[src/logic/sar_readout_consts.svh]
// edge numbers, widths and values for the dual-channel serial readout
`ifndef SAR_READOUT_CONSTS_SVH
`define SAR_READOUT_CONSTS_SVH
`define RESULT_BITS 12
`define EDGE_FIRST 6'd1
`define EDGE_ACQ_LAST 6'd3
`define EDGE_CONV_START 6'd4
`define EDGE_A_FIRST 6'd5
`define EDGE_A_LAST 6'd16
`define EDGE_PAD_B_FIRST 6'd17
`define EDGE_PAD_B_LAST 6'd20
`define EDGE_B_FIRST 6'd21
`define EDGE_B_LAST 6'd32
`define EDGE_NONE 6'd0
`define SAR_MSB_MASK 12'h800
`define SAR_ZERO 12'h000
`endif

[src/logic/sar_readout_pkg.sv]
// types shared by the readout sequencer and the approximation core
`include "sar_readout_consts.svh"
package sar_readout_pkg;
    typedef enum logic [2:0] {
        PH_SLEEP = 3'b000,
        PH_ARMED = 3'b001,
        PH_ACQ = 3'b011,
        PH_CONV = 3'b010,
        PH_DONE = 3'b110
    } phase_t;

    typedef struct packed {
        phase_t phase;
        logic [5:0] edgeCnt;
        logic sclkPrev;
        logic csPrevN;
        logic dout;
        logic doutOeN;
        logic acquiring;
        logic converting;
        logic asleep;
    } readout_state_t;

    typedef struct packed {
        logic [`RESULT_BITS-1:0] held;
        logic [`RESULT_BITS-1:0] trial;
        logic [`RESULT_BITS-1:0] mask;
        logic [`RESULT_BITS-1:0] result;
    } sar_state_t;
endpackage

[src/logic/sar_readout.sv]
// frame sequencing and serial result output of the dual converter
//
// Overview of operation
// frame runs from select fall to rise
// output floats while select high, else driven
// first three edges acquire both inputs
// twelve conversion cycles, one bit each
// edges 1-4 zeros, 5-16 channel A
// edges 17-20 zeros, 21-32 channel B
// continuous: reacquire after every 32 edges
// select falls, clock high: wait next fall
// select falls, clock low: acquire, edge one
// acquire, convert, sleep; sleep when deselected
// back-to-back 32-cycle conversions while selected
// host avoids select fall at clock rise
// host keeps serial clock 1.6 to 6.4 MHz
// results are 12-bit two's complement
// output changes only on clock falls
// host samples on next rise or fall
// early select rise aborts, output floats
// host clocks 32 times the sample rate
// burst mode: sleep after each conversion
// host may stop clock while deselected
// shifted bits belong to current conversion
// fall counter wraps at 32, picks phase
`timescale 1ns/1ps
`include "sar_readout_consts.svh"
module sar_readout
    import sar_readout_pkg::*;
(
    input wire logic clk, // system clock, 200 MHz
    input wire logic ce, // clock enable, freezes all state when low
    input wire logic rst_b, // synchronous reset, active low
    input wire logic csN, // frame select from host, active low
    input wire logic sclk, // serial clock from host, sampled
    input wire logic [`RESULT_BITS-1:0] chanA, // channel A input code
    input wire logic [`RESULT_BITS-1:0] chanB, // channel B input code
    output logic dout, // serial result bit
    output logic doutOeN, // output enable, low while driving
    output logic acquiring, // tracking the inputs
    output logic converting, // approximation in progress
    output logic asleep // powered down
);
    readout_state_t s_q, s_d;
    logic sclkFall, csFall, sample, step;
    logic [5:0] edgeNext;
    logic [1:0] bitNow;
    logic [1:0][`RESULT_BITS-1:0] chanIn, chanRes;

    assign chanIn[0] = chanA;
    assign chanIn[1] = chanB;

    // one core per channel, both sampled on the same edge
    genvar g;
    generate
        for (g = 0; g < 2; g++) begin : gChan
            sar_channel uCore (
                .clk(clk),
                .ce(ce),
                .rst_b(rst_b),
                .analogIn(chanIn[g]),
                .sample(sample),
                .step(step),
                .bitOut(bitNow[g]),
                .result(chanRes[g])
            );
        end
    endgenerate

    function automatic logic inRange(logic [5:0] e, logic [5:0] lo,
                                     logic [5:0] hi);
        return (e >= lo) && (e <= hi);
    endfunction

    function automatic logic resultBit(logic [`RESULT_BITS-1:0] r,
                                       logic [5:0] e);
        logic [5:0] idx;
        idx = 6'(`EDGE_B_LAST - e);
        return r[idx[3:0]];
    endfunction

    assign sclkFall = s_q.sclkPrev & ~sclk;
    assign csFall = s_q.csPrevN & ~csN;
    // counter wraps after edge 32 back to edge 1
    assign edgeNext = (s_q.edgeCnt == `EDGE_B_LAST) ? `EDGE_FIRST :
                      6'(s_q.edgeCnt + 6'd1);

    always_comb begin
        s_d = s_q;
        sample = 1'b0;
        step = 1'b0;
        s_d.sclkPrev = sclk;
        s_d.csPrevN = csN;
        if (csN) begin
            // deselected or aborted: float, sleep, clear counter
            s_d.phase = PH_SLEEP;
            s_d.edgeCnt = `EDGE_NONE;
            s_d.doutOeN = 1'b1;
            s_d.dout = 1'b0;
        end else if (csFall) begin
            s_d.doutOeN = 1'b0;
            s_d.dout = 1'b0;
            if (!sclk) begin
                s_d.phase = PH_ACQ;
                s_d.edgeCnt = `EDGE_FIRST;
            end else begin
                s_d.phase = PH_ARMED;
                s_d.edgeCnt = `EDGE_NONE;
            end
        end else if (sclkFall && s_q.phase != PH_SLEEP) begin
            s_d.edgeCnt = edgeNext;
            s_d.dout = 1'b0;
            if (inRange(edgeNext, `EDGE_FIRST, `EDGE_ACQ_LAST)) begin
                s_d.phase = PH_ACQ;
            end else if (edgeNext == `EDGE_CONV_START) begin
                s_d.phase = PH_CONV;
                sample = 1'b1;
            end else if (inRange(edgeNext, `EDGE_A_FIRST, `EDGE_A_LAST)) begin
                step = 1'b1;
                s_d.dout = bitNow[0];
                s_d.phase = (edgeNext == `EDGE_A_LAST) ? PH_DONE : PH_CONV;
            end else if (inRange(edgeNext, `EDGE_B_FIRST, `EDGE_B_LAST)) begin
                s_d.dout = resultBit(chanRes[1], edgeNext);
                s_d.phase = PH_DONE;
            end else begin
                s_d.phase = PH_DONE;
            end
        end
        s_d.acquiring = (s_d.phase == PH_ACQ);
        s_d.converting = (s_d.phase == PH_CONV);
        s_d.asleep = (s_d.phase == PH_SLEEP) || (s_d.phase == PH_DONE)
                     || (s_d.phase == PH_ARMED);
    end

    always_ff @(posedge clk) begin
        if (!rst_b) begin
            s_q <= '0;
            s_q.phase <= PH_SLEEP;
            s_q.csPrevN <= 1'b1;
            s_q.doutOeN <= 1'b1;
            s_q.asleep <= 1'b1;
        end else if (ce) begin
            s_q <= s_d;
        end
    end

    assign dout = s_q.dout;
    assign doutOeN = s_q.doutOeN;
    assign acquiring = s_q.acquiring;
    assign converting = s_q.converting;
    assign asleep = s_q.asleep;

    // helper: expected channel codes captured at the sampling edge
    logic [`RESULT_BITS-1:0] refA_q;
    logic [`RESULT_BITS-1:0] refB_q;
    always_ff @(posedge clk) begin
        if (!rst_b) begin
            refA_q <= '0;
            refB_q <= '0;
        end else if (ce && sample) begin
            refA_q <= chanA;
            refB_q <= chanB;
        end
    end
endmodule

[src/logic/sar_channel.sv]
// one successive-approximation channel, one decision per step
`timescale 1ns/1ps
`include "sar_readout_consts.svh"
module sar_channel
    import sar_readout_pkg::*;
(
    input wire logic clk, // system clock
    input wire logic ce, // clock enable
    input wire logic rst_b, // synchronous reset, active low
    input wire logic [`RESULT_BITS-1:0] analogIn, // two's complement input
    input wire logic sample, // hold the input, restart the search
    input wire logic step, // resolve one bit
    output logic bitOut, // bit resolved by the coming step
    output logic [`RESULT_BITS-1:0] result // finished two's complement code
);
    sar_state_t s_q, s_d;
    logic decide;

    // search runs in offset binary; the msb is inverted back on output
    assign decide = (s_q.held >= s_q.trial);
    assign bitOut = decide ^ s_q.mask[`RESULT_BITS-1];
    assign result = s_q.result;

    always_comb begin
        s_d = s_q;
        if (sample) begin
            s_d.held = analogIn ^ `SAR_MSB_MASK;
            s_d.trial = `SAR_MSB_MASK;
            s_d.mask = `SAR_MSB_MASK;
            s_d.result = `SAR_ZERO;
        end else if (step) begin
            s_d.result = {s_q.result[`RESULT_BITS-2:0], bitOut};
            s_d.trial = decide ? s_q.trial : (s_q.trial & ~s_q.mask);
            s_d.mask = s_q.mask >> 1;
            s_d.trial = s_d.trial | s_d.mask;
        end
    end

    always_ff @(posedge clk) begin
        if (!rst_b) begin
            s_q <= '0;
        end else if (ce) begin
            s_q <= s_d;
        end
    end
endmodule

[config.mk]
export PLATFORM = sky130hd
export DESIGN_NAME = sar_readout
export DESIGN_NICKNAME = d
export VERILOG_FILES = /design/src/logic/sar_readout_pkg.sv /design/src/logic/sar_readout.sv /design/src/logic/sar_channel.sv
export VERILOG_INCLUDE_DIRS = /design/src /design/src/logic
export SDC_FILE = /design/constraint.sdc
export NUM_CORES = 1
export LEC_CHECK = 0
export BUFFER_PORTS_ARGS = -buffer_cell sky130_fd_sc_hd__buf_2
export CORE_MARGIN = 4
export CORE_UTILIZATION = 54
export DETAILED_ROUTE_END_ITERATION = 16
export PLACE_DENSITY = 0.76
export SLEW_MARGIN = 40
export SYNTH_ARGS = -nofsm -noshare
export SYNTH_HDL_FRONTEND = slang
export SYNTH_SLANG_ARGS = --single-unit
[constraint.sdc]
create_clock -name clk -period 2.7 [get_ports clk]
set_input_delay 0.405 -clock clk [delete_from_list [all_inputs] [get_ports clk]]
set_output_delay 0.405 -clock clk [all_outputs]
set_load 0.01 [all_outputs]
==> results of run 1 <==
[per-layer routing]
layer	part of all wire [%]	up-vias	wire (um)	GRT usage (%)
met5	0	-	0	0
met4	2.5	0	259	9.74
met3	2.8	26	295	3.06
met2	51	70	5260	38.2
met1	44	1881	4550	26.2
li1	-	1975	-	-
[critical path: cells and delay by family (launching register included)]
kind                       cells  cell delay, ns
AOI/OAI and AO/OA              2            0.43
buffers and inverters          1            0.16
adders and majority gates      1            0.24
and+or+nand+nor                5            1.26
DFF                            1            0.40
[how the worst max path moves through the flow]
| stage | from | endpoint | slack [ns] | cells after the start |
|---|---|---|---|---|
| 2_1_floorplan | s_q[7] | gChan[0].uCore.s_q[25] | -0.09 | 11 |
| 3_3_place_gp | s_q[8] | gChan[0].uCore.s_q[29] | 0.04 | 9 |
| 3_5_place_dp | s_q[8] | gChan[0].uCore.s_q[28] | -0.03 | 9 |
| 4_1_cts | s_q[8] | gChan[1].uCore.s_q[26] | 0.02 | 9 |
| 5_1_grt | s_q[7] | gChan[0].uCore.s_q[30] | -0.02 | 9 |
| 6_report | s_q[7] | gChan[0].uCore.s_q[33] | 0.1 | 9 |
[sequential cells by signal, summed over array words and instances, names as in the netlist]
signal / cells
gChan.uCore.result: 12
converting: 1
dout: 1
acquiring: 1
gChan.uCore.s_q: 60
doutOeN: 1
s_q: 11
asleep: 1
[kinds of logic after synthesis]
group	count (synthesis)	share of synthesized area, %
AO/OA/AOI/OAI	139	22.7
adder cells (fa/ha/maj)	28	7.67
AND/OR/NAND/NOR	189	21.2
multiplexers	13	3.01
buffers and inverters	64	5.53
XOR/XNOR	7	1.34
flip-flops	88	38.5
[metrics by stage]
| step | setup WS [ns] | hold WS, ns | std cells | TNS [ns] | area (um^2) |
|---|---|---|---|---|---|
| floorplan | -0.0947 | 0.441 | 528 | -1.38 | 4620 |
| global placement | 0.0449 | 0.447 | 663 | 0 | 5010 |
| detailed placement | -0.0336 | 0.460 | 663 | -0.108 | 5010 |
| CTS | 0.0164 | 0.273 | 679 | 0 | 5240 |
| global route | -0.0195 | 0.292 | 679 | -0.156 | 5270 |
| finish | 0.0994 | 0.288 | 679 | 0 | 5270 |
[cells in the mapped netlist, types with 4 or more instances]
library cell               instances  area, um^2
sky130_fd_sc_hd__dfxtp_1          88        1760
sky130_fd_sc_hd__nand2_1          70         263
sky130_fd_sc_hd__inv_1            33         124
sky130_fd_sc_hd__nor2b_1          32         200
sky130_fd_sc_hd__a21boi_0         29         218
sky130_fd_sc_hd__nor3_1           29         145
sky130_fd_sc_hd__ha_1             28         350
sky130_fd_sc_hd__a22oi_1          25         188
sky130_fd_sc_hd__clkbuf_1         21        78.8
sky130_fd_sc_hd__a221o_1          20         200
sky130_fd_sc_hd__o21ai_0          18        90.1
sky130_fd_sc_hd__a21oi_1          16        80.1
sky130_fd_sc_hd__nor2_1           13        48.8
sky130_fd_sc_hd__buf_2             9        45.0
sky130_fd_sc_hd__nand2b_1          8        50.1
sky130_fd_sc_hd__mux2i_1           7        70.1
sky130_fd_sc_hd__nand3_1           7        35.0
sky130_fd_sc_hd__mux2_2            6        67.6
sky130_fd_sc_hd__nand4_1           6        37.5
sky130_fd_sc_hd__xnor2_1           6        52.6
sky130_fd_sc_hd__nor4_1            5        31.3
sky130_fd_sc_hd__a211oi_1          4        30.0
[area by class of cell]
type	instances	area share, %
repair buffers	61	7.36
clock buffers	12	2.76
well taps	105	2.49
multi-input cells	376	50.0
clock inverters	4	1.47
flip-flops and latches	88	33.5
inverters	33	2.45
[power breakdown]
part / switching, mW / total [mW] / internal (mW) / leakage, nW
combinational: 0.192 / 0.363 / 0.170 / 1.14
sequential: 0.0359 / 1.39 / 1.36 / 0.715
clock: 0.469 / 1.02 / 0.551 / 0.111
total: 0.697 / 2.78 / 2.08 / 1.96
[repair_timing]
action                     CTS  global route
setup endpoints to repair   10            25
resized for setup            1            11
pin swaps                    0             1
==> Flow_metrics.wiki, run 1 <==
{| class="wikitable"
! Metric !! Value
|-
| Outcome || completed
|-
| Antenna violations before repair || 0
|-
| Largest buffer count on any clock path || 2
|-
| Residual DRC count || 0
|-
| Routed wire length || 10,400 um
|-
| Share of synthesized flip-flops with an asynchronous set or reset || 0%
|-
| R2R setup slack || 0.1 ns
|-
| Post-route clock period utilization || 96.3%
|-
| Ordered cell list for the critical path || ha_2, nand2b_1, o21ai_4, or3b_4, or4_4, nand2_2, buf_12, nor3_1, a221o_1
|-
| Post-DRT Antenna Nets || 0
|-
| Worst R2R Start || s_q[7]
|-
| Gate count after technology mapping || 528
|-
| Placeable core region || 8220 um^2
|-
| Total number of vias || 3,952
|-
| CTS H-Tree Depth || 3
|-
| Standard-cell rows || 33
|-
| Worst path required time || 2.95 ns
|-
| Hold depth || 3
|-
| Mean area per synthesized cell || 8.66 um^2
|-
| WP data arrival || 2.85 ns
|-
| Leftover overflow at the end of global routing || 0
|-
| Max-slew violation count || 0
|-
| Ratio of cells with drive above 1 in the final layout || 18.8%
|-
| Number of distinct library cells after synthesis || 53
|-
| Total of endpoints with negative setup slack in the final report || 0
|-
| Maximum number of pins on one net before global-route repair || 44
|-
| Register Area || 1770 um^2
|-
| Root buffer selected by CTS || sky130_fd_sc_hd__clkbuf_8
|-
| Hold path startpoint || chanA[6]
|-
| Number of flops mapped to enable cells by yosys || 0
|-
| Post-synthesis sequential element count || 88
|-
| Post-layout total power || 2.78 mW
|-
| Endpoint with the worst hold slack || gChan[0].uCore.s_q[42]
|-
| Routed via count divided by cell count || 5.82
|-
| Hold-fix buffers, CTS || 0
|-
| Nets in the synthesized netlist || 585
|-
| Worst IR Drop VDD || 253 uV
|-
| Synth-to-layout area growth || 15.2%
|-
| Clock buffers created by TritonCTS || 9
|-
| DIE HEIGHT || 100 um
|-
| Final antenna diode count || 0
|-
| Critical R2R Capture || gChan[0].uCore.s_q[33]
|-
| Worst rel slew slack || 57.5%
|-
| Die outline area || 10,000 um^2
|-
| Count of endpoints failing hold in the final timing report || 0
|-
| Mean routed wirelength per cell || 15.3 um
|-
| Worst skew pair latency || 0.36 ns
|-
| Final GP Congestion || 0.880
|-
| Clock input transition at the sequential cells of the worst setup and hold paths || 0.09 ns
|-
| Fill cell total of the finished layout || 676
|-
| Seq/Total Area, Yosys || 38.5%
|-
| DRT iter0 DRCs || 155
|-
| Static Leak || 1.96 nW
|-
| Critical path's largest stage delay || 0.58 ns
|-
| Top achievable clock speed || 385 MHz
|-
| IO Pins || 34
|-
| Final #Nets || 626
|-
| Power Dens Cells || 527 nW/um^2
|-
| CTS tree || yes
|-
| Die width || 100 um
|-
| Area used by multi-input combinational logic || 2630 um^2
|-
| Most common cell after layout, fill and taps aside || sky130_fd_sc_hd__dfxtp_1
|-
| Post-Synthesis Cell Area || 4570 um^2
|-
| Half-perimeter wire length after placement || 7520 um
|-
| TritonRoute pass-1 iters || 5
|-
| Nature of the critical path endpoint || register
|-
| Yosys warning total || 0
|-
| Vias in the first global route || 4,073
|-
| Critical Path Fanout Max || 20
|-
| R2r worst-path depth || 9
|-
| Slew at the pin closest to its max-slew limit || 0.637 ns
|-
| First-pass GRT wire length || 17,900 um
|-
| Initial Util || 55.6%
|-
| Max_cap viols || 0
|-
| Layout Utilization || 64.1%
|-
| Clock sinks || 88
|-
| Critical path class || register to register
|-
| Port buffer count || 33
|-
| Top flip-flop cell by instance count after synthesis || sky130_fd_sc_hd__dfxtp_1
|-
| Period minus WS final || 2.60 ns
|-
| Most frequent cells in the layout || sky130_fd_sc_hd__dfxtp_1 (85), sky130_fd_sc_hd__nand2_1 (69), sky130_fd_sc_hd__buf_2 (33)
|-
| Post-Route Skew || 0.0101 ns
|-
| Slowest library cell on the worst path || sky130_fd_sc_hd__or4_4
|-
| Min-Delay Path Class || input pin to register
|-
| Setup repair bufs after CTS || 0
|-
| Startpoint Class || register
|-
| Tot GR Track Use || 21.7%
|}
(Power assumes the default switching activity.)
==> run 2, diff against run 1 <==
==> constraint.sdc (replaced) <==
create_clock -name clk -period 2.7 [get_ports clk]
set_input_delay 0.54 -clock clk [delete_from_list [all_inputs] [get_ports clk]]
set_output_delay 0.54 -clock clk [all_outputs]
set_load 0.01 [all_outputs]
==> run 2 against run 1 <==
Register-to-register slack got worse by 0.02 ns; largest power group unchanged; worst hold slack improved by 0.13 ns; routed wire length down 0.11%; non-clock buffer count is 3 higher; critical path depth did not move.
==> Flow_metrics.wiki, run 2 (synthesis gave the netlist of run 1 again) <==
{| class="wikitable"
! Metric !! Value
|-
| Outcome || completed
|-
| Maximum number of pins on one net before global-route repair || 44 (unchanged)
|-
| Combinational cell fraction of total power || 13.9% (+0.8 points)
|-
| Startpoint Class || register
|-
| Final #Nets || 629 (+0.48%)
|-
| Half-perimeter wire length after placement || 7350 um (-2.3%)
|-
| Antenna violations before repair || 0 (unchanged)
|-
| Tot GR Track Use || 21.2% (-0.49 points)
|-
| Hold path startpoint || chanA[6]
|-
| Flip-flop count of the largest register after layout || 60 (unchanged)
|-
| Placeable core region || 8220 um^2 (unchanged)
|-
| Post-Route Skew || 0.0114 ns (+0.00131 ns)
|-
| Ordered cell list for the critical path || ha_2, nand3_1, xor2_2, o211ai_1, or4_4, a31oi_4, nor2b_4, buf_4, a221o_1
|-
| Critical path's largest stage delay || 0.58 ns (about the same)
|-
| Routed via count divided by cell count || 5.83 (+0.14%)
|-
| Total number of vias || 3,975 (+0.58%)
|-
| Largest reg by FF count || gChan.uCore.s_q
|-
| Sum of negative setup slack || 0 ns (unchanged)
|-
| Post-layout total power || 2.60 mW (-6.4%)
|-
| Post-DRT Antenna Nets || 0 (unchanged)
|-
| Worst skew pair latency || 0.36 ns (about the same)
|-
| Global-route track usage on met2 || 36.6% (-1.6 points)
|-
| Clock buffers created by TritonCTS || 9 (unchanged)
|-
| Busiest layer in global routing || met2
|-
| Post-route clock period utilization || 97.2% (+0.92 points)
|-
| Count of endpoints failing hold in the final timing report || 0 (unchanged)
|-
| Leftover overflow at the end of global routing || 0 (unchanged)
|-
| Most frequent cells in the layout || sky130_fd_sc_hd__dfxtp_1 (86), sky130_fd_sc_hd__nand2_1 (70), sky130_fd_sc_hd__buf_2 (33)
|-
| Worst rel slew slack || 56.7% (-0.84 points)
|-
| Power Dens Cells || 493 nW/um^2 (-6.4%)
|-
| DRT iter0 DRCs || 185 (+19%)
|-
| Post-Layout Inst Area || 5270 um^2 (about the same)
|-
| IO Pins || 34 (unchanged)
|-
| Layout Utilization || 64.1% (about the same)
|-
| CTS tree || yes
|-
| Worst R2R Start || s_q[7]
|-
| Residual DRC count || 0 (unchanged)
|-
| Port buffer count || 33 (unchanged)
|-
| Area used by multi-input combinational logic || 2630 um^2 (about the same)
|-
| Clock input transition at the sequential cells of the worst setup and hold paths || 0.10 ns (about the same)
|-
| Flop pwr share || 53.6% (+3.4 points)
|-
| Net switching power || 0.707 mW (+1.3%)
|-
| Post-DP Area || 5040 um^2 (+0.55%)
|-
| P_int || 1.89 mW (-9.0%)
|-
| Slowest library cell on the worst path || sky130_fd_sc_hd__or4_4
|-
| Max-slew violation count || 0 (unchanged)
|-
| TritonRoute pass-1 iters || 4 (-1)
|-
| GR Layer Usage met1 || 26.1% (-0.077 points)
|-
| WP data arrival || 2.88 ns (+0.03 ns)
|-
| Worst path required time || 2.95 ns (about the same)
|-
| Most common cell after layout, fill and taps aside || sky130_fd_sc_hd__dfxtp_1
|-
| Slew at the pin closest to its max-slew limit || 0.649 ns (+0.0126 ns)
|-
| Die width || 100 um (unchanged)
|-
| Timing startpoint of the critical path || s_q[7]
|-
| Static Leak || 1.95 nW (-0.45%)
|-
| Standard-cell rows || 33 (unchanged)
|-
| Clock sinks || 88 (unchanged)
|-
| First-pass GRT wire length || 17,600 um (-1.9%)
|-
| CTS H-Tree Depth || 3 (unchanged)
|-
| Final antenna diode count || 0 (unchanged)
|-
| Initial Util || 55.6% (unchanged)
|-
| Die outline area || 10,000 um^2 (unchanged)
|-
| Switching part of the total || 27.2% (+2.1 points)
|-
| Routed wire length || 10,400 um (-0.11%)
|-
| Fraction of power consumed by the clock network || 32.5% (-4.3 points)
|-
| Ratio of cells with drive above 1 in the final layout || 19.2% (+0.42 points)
|-
| Max_cap viols || 0 (unchanged)
|-
| Hold-fix buffers, CTS || 0 (unchanged)
|-
| Fill cell total of the finished layout || 712 (+5.3%)
|-
| Vias in the first global route || 3,971 (-2.5%)
|-
| Period minus WS final || 2.63 ns (+0.0250 ns)
|-
| Critical path class || register to register
|-
| Nature of the critical path endpoint || register
|-
| Min-Delay Path Class || input pin to register
|-
| Top achievable clock speed || 381 MHz (-0.95%)
|-
| Final GP Congestion || 0.841 (-4.5%)
|-
| Synth-to-layout area growth || 15.2% (about the same)
|-
| Root buffer selected by CTS || sky130_fd_sc_hd__clkbuf_8
|-
| Met3 track demand over resource || 3.89% (+0.83 points)
|-
| Total of endpoints with negative setup slack in the final report || 0 (unchanged)
|-
| Register Area || 1770 um^2 (+0.21%)
|-
| DIE HEIGHT || 100 um (unchanged)
|-
| Mean routed wirelength per cell || 15.2 um (-0.55%)
|-
| Largest buffer count on any clock path || 2 (unchanged)
|-
| Worst IR Drop VDD || 242 uV (-4.3%)
|-
| Critical Path Fanout Max || 5 (-75%)
|}
-- run 2: changes by cell type in the layout (fill, tap and decap cells not counted), moves of 2 or more --
| cell | before | now |
|---|---|---|
| sky130_fd_sc_hd__clkinv_4 | 2 | 0 |
| sky130_fd_sc_hd__dfxtp_4 | 0 | 2 |
| sky130_fd_sc_hd__clkinv_2 | 0 | 2 |
| sky130_fd_sc_hd__inv_6 | 1 | 3 |
| sky130_fd_sc_hd__dfxtp_2 | 3 | 0 |
| sky130_fd_sc_hd__bufinv_16 | 2 | 0 |
| sky130_fd_sc_hd__clkbuf_1 | 2 | 0 |
| sky130_fd_sc_hd__clkinvlp_4 | 0 | 2 |
-- run 2: repair_timing --
action	in CTS	in global routing
setup buffers	0	0
endpoints found under the setup margin	12	24
pin swaps	0	4
cloned	0	1
resized for setup	3	14
-- run 2: layout make-up --
class                      count  share of cell area (%)
multi-input combinational    376                    49.9
sequential                    88                    33.6
timing repair buffer          64                    8.10
clock buffer                  10                    2.61
tap                          105                    2.49
inverter                      33                    2.45
clock inverter                 6                   0.808
-- run 2: critical path: cells and delay by family, from the launching register on --
family          cells  cell delay [ns]
compound gates      3             0.65
buf+inv             1             0.16
flops               1             0.39
simple gates        3             0.82
fa+ha+maj           1             0.22
xor+xnor            1             0.28
-- run 2: power groups by stage --
stage	clock [mW]	sequential, mW	combinational [mW]
after floorplan	0	1.41	0.258
after global placement	0	1.42	0.338
after detailed placement	0	1.42	0.354
after CTS	0.857	1.39	0.357
after global routing	0.913	1.40	0.409
final	0.844	1.39	0.362
-- run 2: path summary, 6_finish.rpt --
check | to | slack (ns) | cells past startpoint
min | gChan[0].uCore.s_q[42] | 0.42 | 3
max reg2reg | gChan[0].uCore.s_q[25] | 0.07 | 9
max | gChan[0].uCore.s_q[25] | 0.07 | 9
min reg2reg | acquiring | 0.47 | 2
-- run 2: through the flow --
step / std cells / hold slack [ns] / setup WS, ns
3_5_place_dp: 665 / 0.458 / -0.0295
5_1_grt: 682 / 0.411 / -0.0115
4_1_cts: 681 / 0.413 / 0.00121
6_report: 682 / 0.418 / 0.0744
2_1_floorplan: 528 / 0.441 / -0.0947
3_3_place_gp: 665 / 0.448 / 0.0548
-- run 2: layer usage --
metal / vias up / part of all wire, %
li1: 1986 / -
met1: 1897 / 44
met2: 72 / 50
met3: 20 / 3.3
met4: 0 / 2.1
met5: - / 0
==> run 3, diff against run 2 <==
--- a/config.mk
+++ b/config.mk
@@ -7,10 +7,12 @@
 export NUM_CORES = 1
 export LEC_CHECK = 0
 export BUFFER_PORTS_ARGS = -buffer_cell sky130_fd_sc_hd__buf_2
+export CORE_ASPECT_RATIO = 0.75
 export CORE_MARGIN = 4
 export CORE_UTILIZATION = 54
 export DETAILED_ROUTE_END_ITERATION = 16
 export PLACE_DENSITY = 0.76
+export SKIP_LAST_GASP = 1
 export SLEW_MARGIN = 40
 export SYNTH_ARGS = -nofsm -noshare
 export SYNTH_HDL_FRONTEND = slang
==> run 3 against run 2 <==
Sequential share of layout area is 1.2 points lower; cell count stayed put; clock-buffer cell count is 3 higher; clock skew is 0.0055 ns lower; final area is 3.5% higher; clock power is 50% higher; die area is 0.16% higher; sequential cell count stayed put; non-clock buffer count stayed put; register-to-register slack hardly changed.
==> Flow_metrics.wiki, run 3 (synthesis gave the netlist of run 1 again) <==
{| class="wikitable"
! Metric !! Value
|-
| CTS tree || yes
|-
| Max-slew violation count || 0 (unchanged)
|-
| Initial Util || 56.7% (+1.1 points)
|-
| Period minus WS final || 2.62 ns (-0.00935 ns)
|-
| Root buffer selected by CTS || sky130_fd_sc_hd__clkbuf_16
|-
| Worst IR Drop VDD || 396 uV (+64%)
|-
| Setup ws final || 0.0838 ns (+0.00935 ns)
|-
| Hold path startpoint || chanB[2]
|-
| Total of endpoints with negative setup slack in the final report || 0 (unchanged)
|-
| Clock sinks || 88 (unchanged)
|-
| Post-Route Skew || 0.00590 ns (-0.00549 ns)
|-
| Critical path class || register to register
|-
| Half-perimeter wire length after placement || 7610 um (+3.6%)
|-
| Maximum number of pins on one net before global-route repair || 41 (-6.8%)
|-
| Port buffer count || 33 (unchanged)
|-
| Final GP Congestion || 0.853 (+1.4%)
|-
| Antenna violations before repair || 0 (unchanged)
|-
| Flip-flop count of the largest register after layout || 60 (unchanged)
|-
| Cell count after placement || 663 (-0.30%)
|-
| DRT iter0 DRCs || 304 (+64%)
|-
| Vias in the first global route || 3,753 (-5.5%)
|-
| Most frequent cells in the layout || sky130_fd_sc_hd__dfxtp_1 (86), sky130_fd_sc_hd__nand2_1 (69), sky130_fd_sc_hd__buf_2 (33)
|-
| R2R setup slack || 0.08 ns (about the same)
|-
| Hold-fix buffers, CTS || 0 (unchanged)
|-
| First-pass GRT wire length || 18,300 um (+3.7%)
|-
| Post-placement worst setup slack || -0.0578 ns (-0.0283 ns)
|-
| Standard-cell rows || 28 (-15%)
|-
| Hold depth || 3 (unchanged)
|-
| Post-route clock period utilization || 96.9% (-0.35 points)
|-
| Tot GR Track Use || 22.5% (+1.4 points)
|-
| Static Leak || 2.03 nW (+4.0%)
|-
| Worst rel slew slack || 55.7% (-0.96 points)
|-
| Sum of negative setup slack || 0 ns (unchanged)
|-
| Die outline area || 10,000 um^2 (+0.16%)
|-
| Worst R2R Start || s_q[7]
|-
| R2r worst-path depth || 9 (unchanged)
|-
| Final #Nets || 630 (+0.16%)
|-
| DIE HEIGHT || 87.7 um (-12%)
|-
| Placeable core region || 8060 um^2 (-1.9%)
|-
| Worst path required time || 2.92 ns (-0.03 ns)
|-
| Die width || 114 um (+14%)
|-
| Power Dens Cells || 558 nW/um^2 (+13%)
|-
| Leftover overflow at the end of global routing || 0 (unchanged)
|-
| WP data arrival || 2.84 ns (-0.04 ns)
|-
| Most common cell after layout, fill and taps aside || sky130_fd_sc_hd__dfxtp_1
|-
| Min-Delay Path Class || input pin to register
|-
| Clock buffers created by TritonCTS || 9 (unchanged)
|-
| Ratio of cells with drive above 1 in the final layout || 19.6% (+0.35 points)
|-
| Critical R2R Capture || gChan[0].uCore.s_q[26]
|-
| CTS H-Tree Depth || 3 (unchanged)
|-
| Startpoint Class || register
|-
| Post-layout instance count excluding filler cells || 682 (unchanged)
|-
| Max_cap viols || 0 (unchanged)
|-
| Post-Layout Inst Area || 5450 um^2 (+3.5%)
|-
| Total number of vias || 3,999 (+0.60%)
|-
| Endpoint with the worst hold slack || gChan[1].uCore.s_q[38]
|-
| Post-layout total power || 3.04 mW (+17%)
|-
| Top achievable clock speed || 382 MHz (+0.36%)
|-
| TritonRoute pass-1 iters || 4 (unchanged)
|-
| Clock input transition at the sequential cells of the worst setup and hold paths || 0.06 ns (-0.04 ns)
|-
| Routed wire length || 10,800 um (+4.2%)
|-
| IO Pins || 34 (unchanged)
|-
| Residual DRC count || 0 (unchanged)
|-
| Largest reg by FF count || gChan.uCore.s_q
|-
| Post-DP Area || 5030 um^2 (-0.20%)
|-
| Largest buffer count on any clock path || 2 (unchanged)
|-
| Count of endpoints failing hold in the final timing report || 0 (unchanged)
|-
| Post-DRT Antenna Nets || 0 (unchanged)
|-
| Mean routed wirelength per cell || 15.8 um (+4.2%)
|-
| Final antenna diode count || 0 (unchanged)
|-
| Worst skew pair latency || 0.34 ns (-0.02 ns)
|-
| Routed via count divided by cell count || 5.86 (+0.60%)
|-
| Critical Path Fanout Max || 5 (unchanged)
|-
| Synth-to-layout area growth || 19.2%
|-
| Outcome || completed
|-
| Nature of the critical path endpoint || register
|-
| Slew at the pin closest to its max-slew limit || 0.664 ns (+0.0144 ns)
|}
run 3: cell types whose count changed in the layout (fill, tap and decap cells not counted), sizes merged:
cell and delta:
bufinv +1, clkinvlp -1, clkinv -2, inv -2
buf -1, clkbuf +4, nor2b +1
run 3: worst max path at each step:
stage          startpoint                      to  slack, ns  cells past startpoint
2_1_floorplan      s_q[7]  gChan[0].uCore.s_q[25]      -0.09                     11
3_5_place_dp       s_q[8]  gChan[0].uCore.s_q[31]      -0.06                      9
5_1_grt           s_q[11]  gChan[0].uCore.s_q[26]      -0.06                      7
4_1_cts            s_q[8]  gChan[0].uCore.s_q[33]      0.005                      9
3_3_place_gp       s_q[8]  gChan[0].uCore.s_q[30]      -0.01                      9
6_report           s_q[7]  gChan[0].uCore.s_q[26]       0.08                      9
run 3: through the flow:
step | hold slack [ns] | utilization [%]
after global placement | 0.444 | 62.3
after floorplan | 0.441 | -
final | 0.452 | 67.6
after detailed placement | 0.451 | 62.4
after global routing | 0.456 | 67.6
after CTS | 0.443 | 66.3
run 3: routing by layer:
layer	vias to the layer above	wire (um)	part of all wire (%)	global-route usage, %
met3	8	674	6.2	6.22
li1	1990	-	-	-
met1	1893	5520	51	32.5
met4	0	67	0.62	4.64
met5	-	0	0	0
met2	108	4540	42	33.8
run 3: timing repair:
| item | in CTS | in global routing |
|---|---|---|
| gates cloned | 0 | 2 |
| gates resized for setup | 2 | 16 |
| hold endpoints to repair | 0 | 0 |
| pin swaps | 0 | 6 |
| setup endpoints to repair | 18 | 31 |
| setup buffers | 0 | 2 |
run 3: cell type report:
cell class              count  area [um^2]
repair buffers             64          440
flip-flops and latches     88         1770
well taps                 105          131
clock inverters             2         37.5
inverters                  33          129
fillers                   661         2610
clock buffers              13          270
multi-input cells         377         2680
run 3: worst max-delay path, stage by stage (launching register included):
cell and delay (ns):
sky130_fd_sc_hd__dfxtp_4 0.36, sky130_fd_sc_hd__inv_6 0.06, sky130_fd_sc_hd__ha_4 0.13, sky130_fd_sc_hd__or3b_4 0.39, sky130_fd_sc_hd__a21oi_4 0.15, sky130_fd_sc_hd__o211ai_1 0.13
sky130_fd_sc_hd__or4_4 0.61, sky130_fd_sc_hd__a31oi_4 0.28, sky130_fd_sc_hd__nor2b_4 0.10, sky130_fd_sc_hd__a221o_1 0.30
run 3: report_power, final:
part / internal (mW) / leakage, nW / switching, mW / total, mW
Sequential: 1.36 / 0.715 / 0.0352 / 1.39
Combinational: 0.178 / 1.17 / 0.196 / 0.374
Clock: 0.788 / 0.148 / 0.484 / 1.27
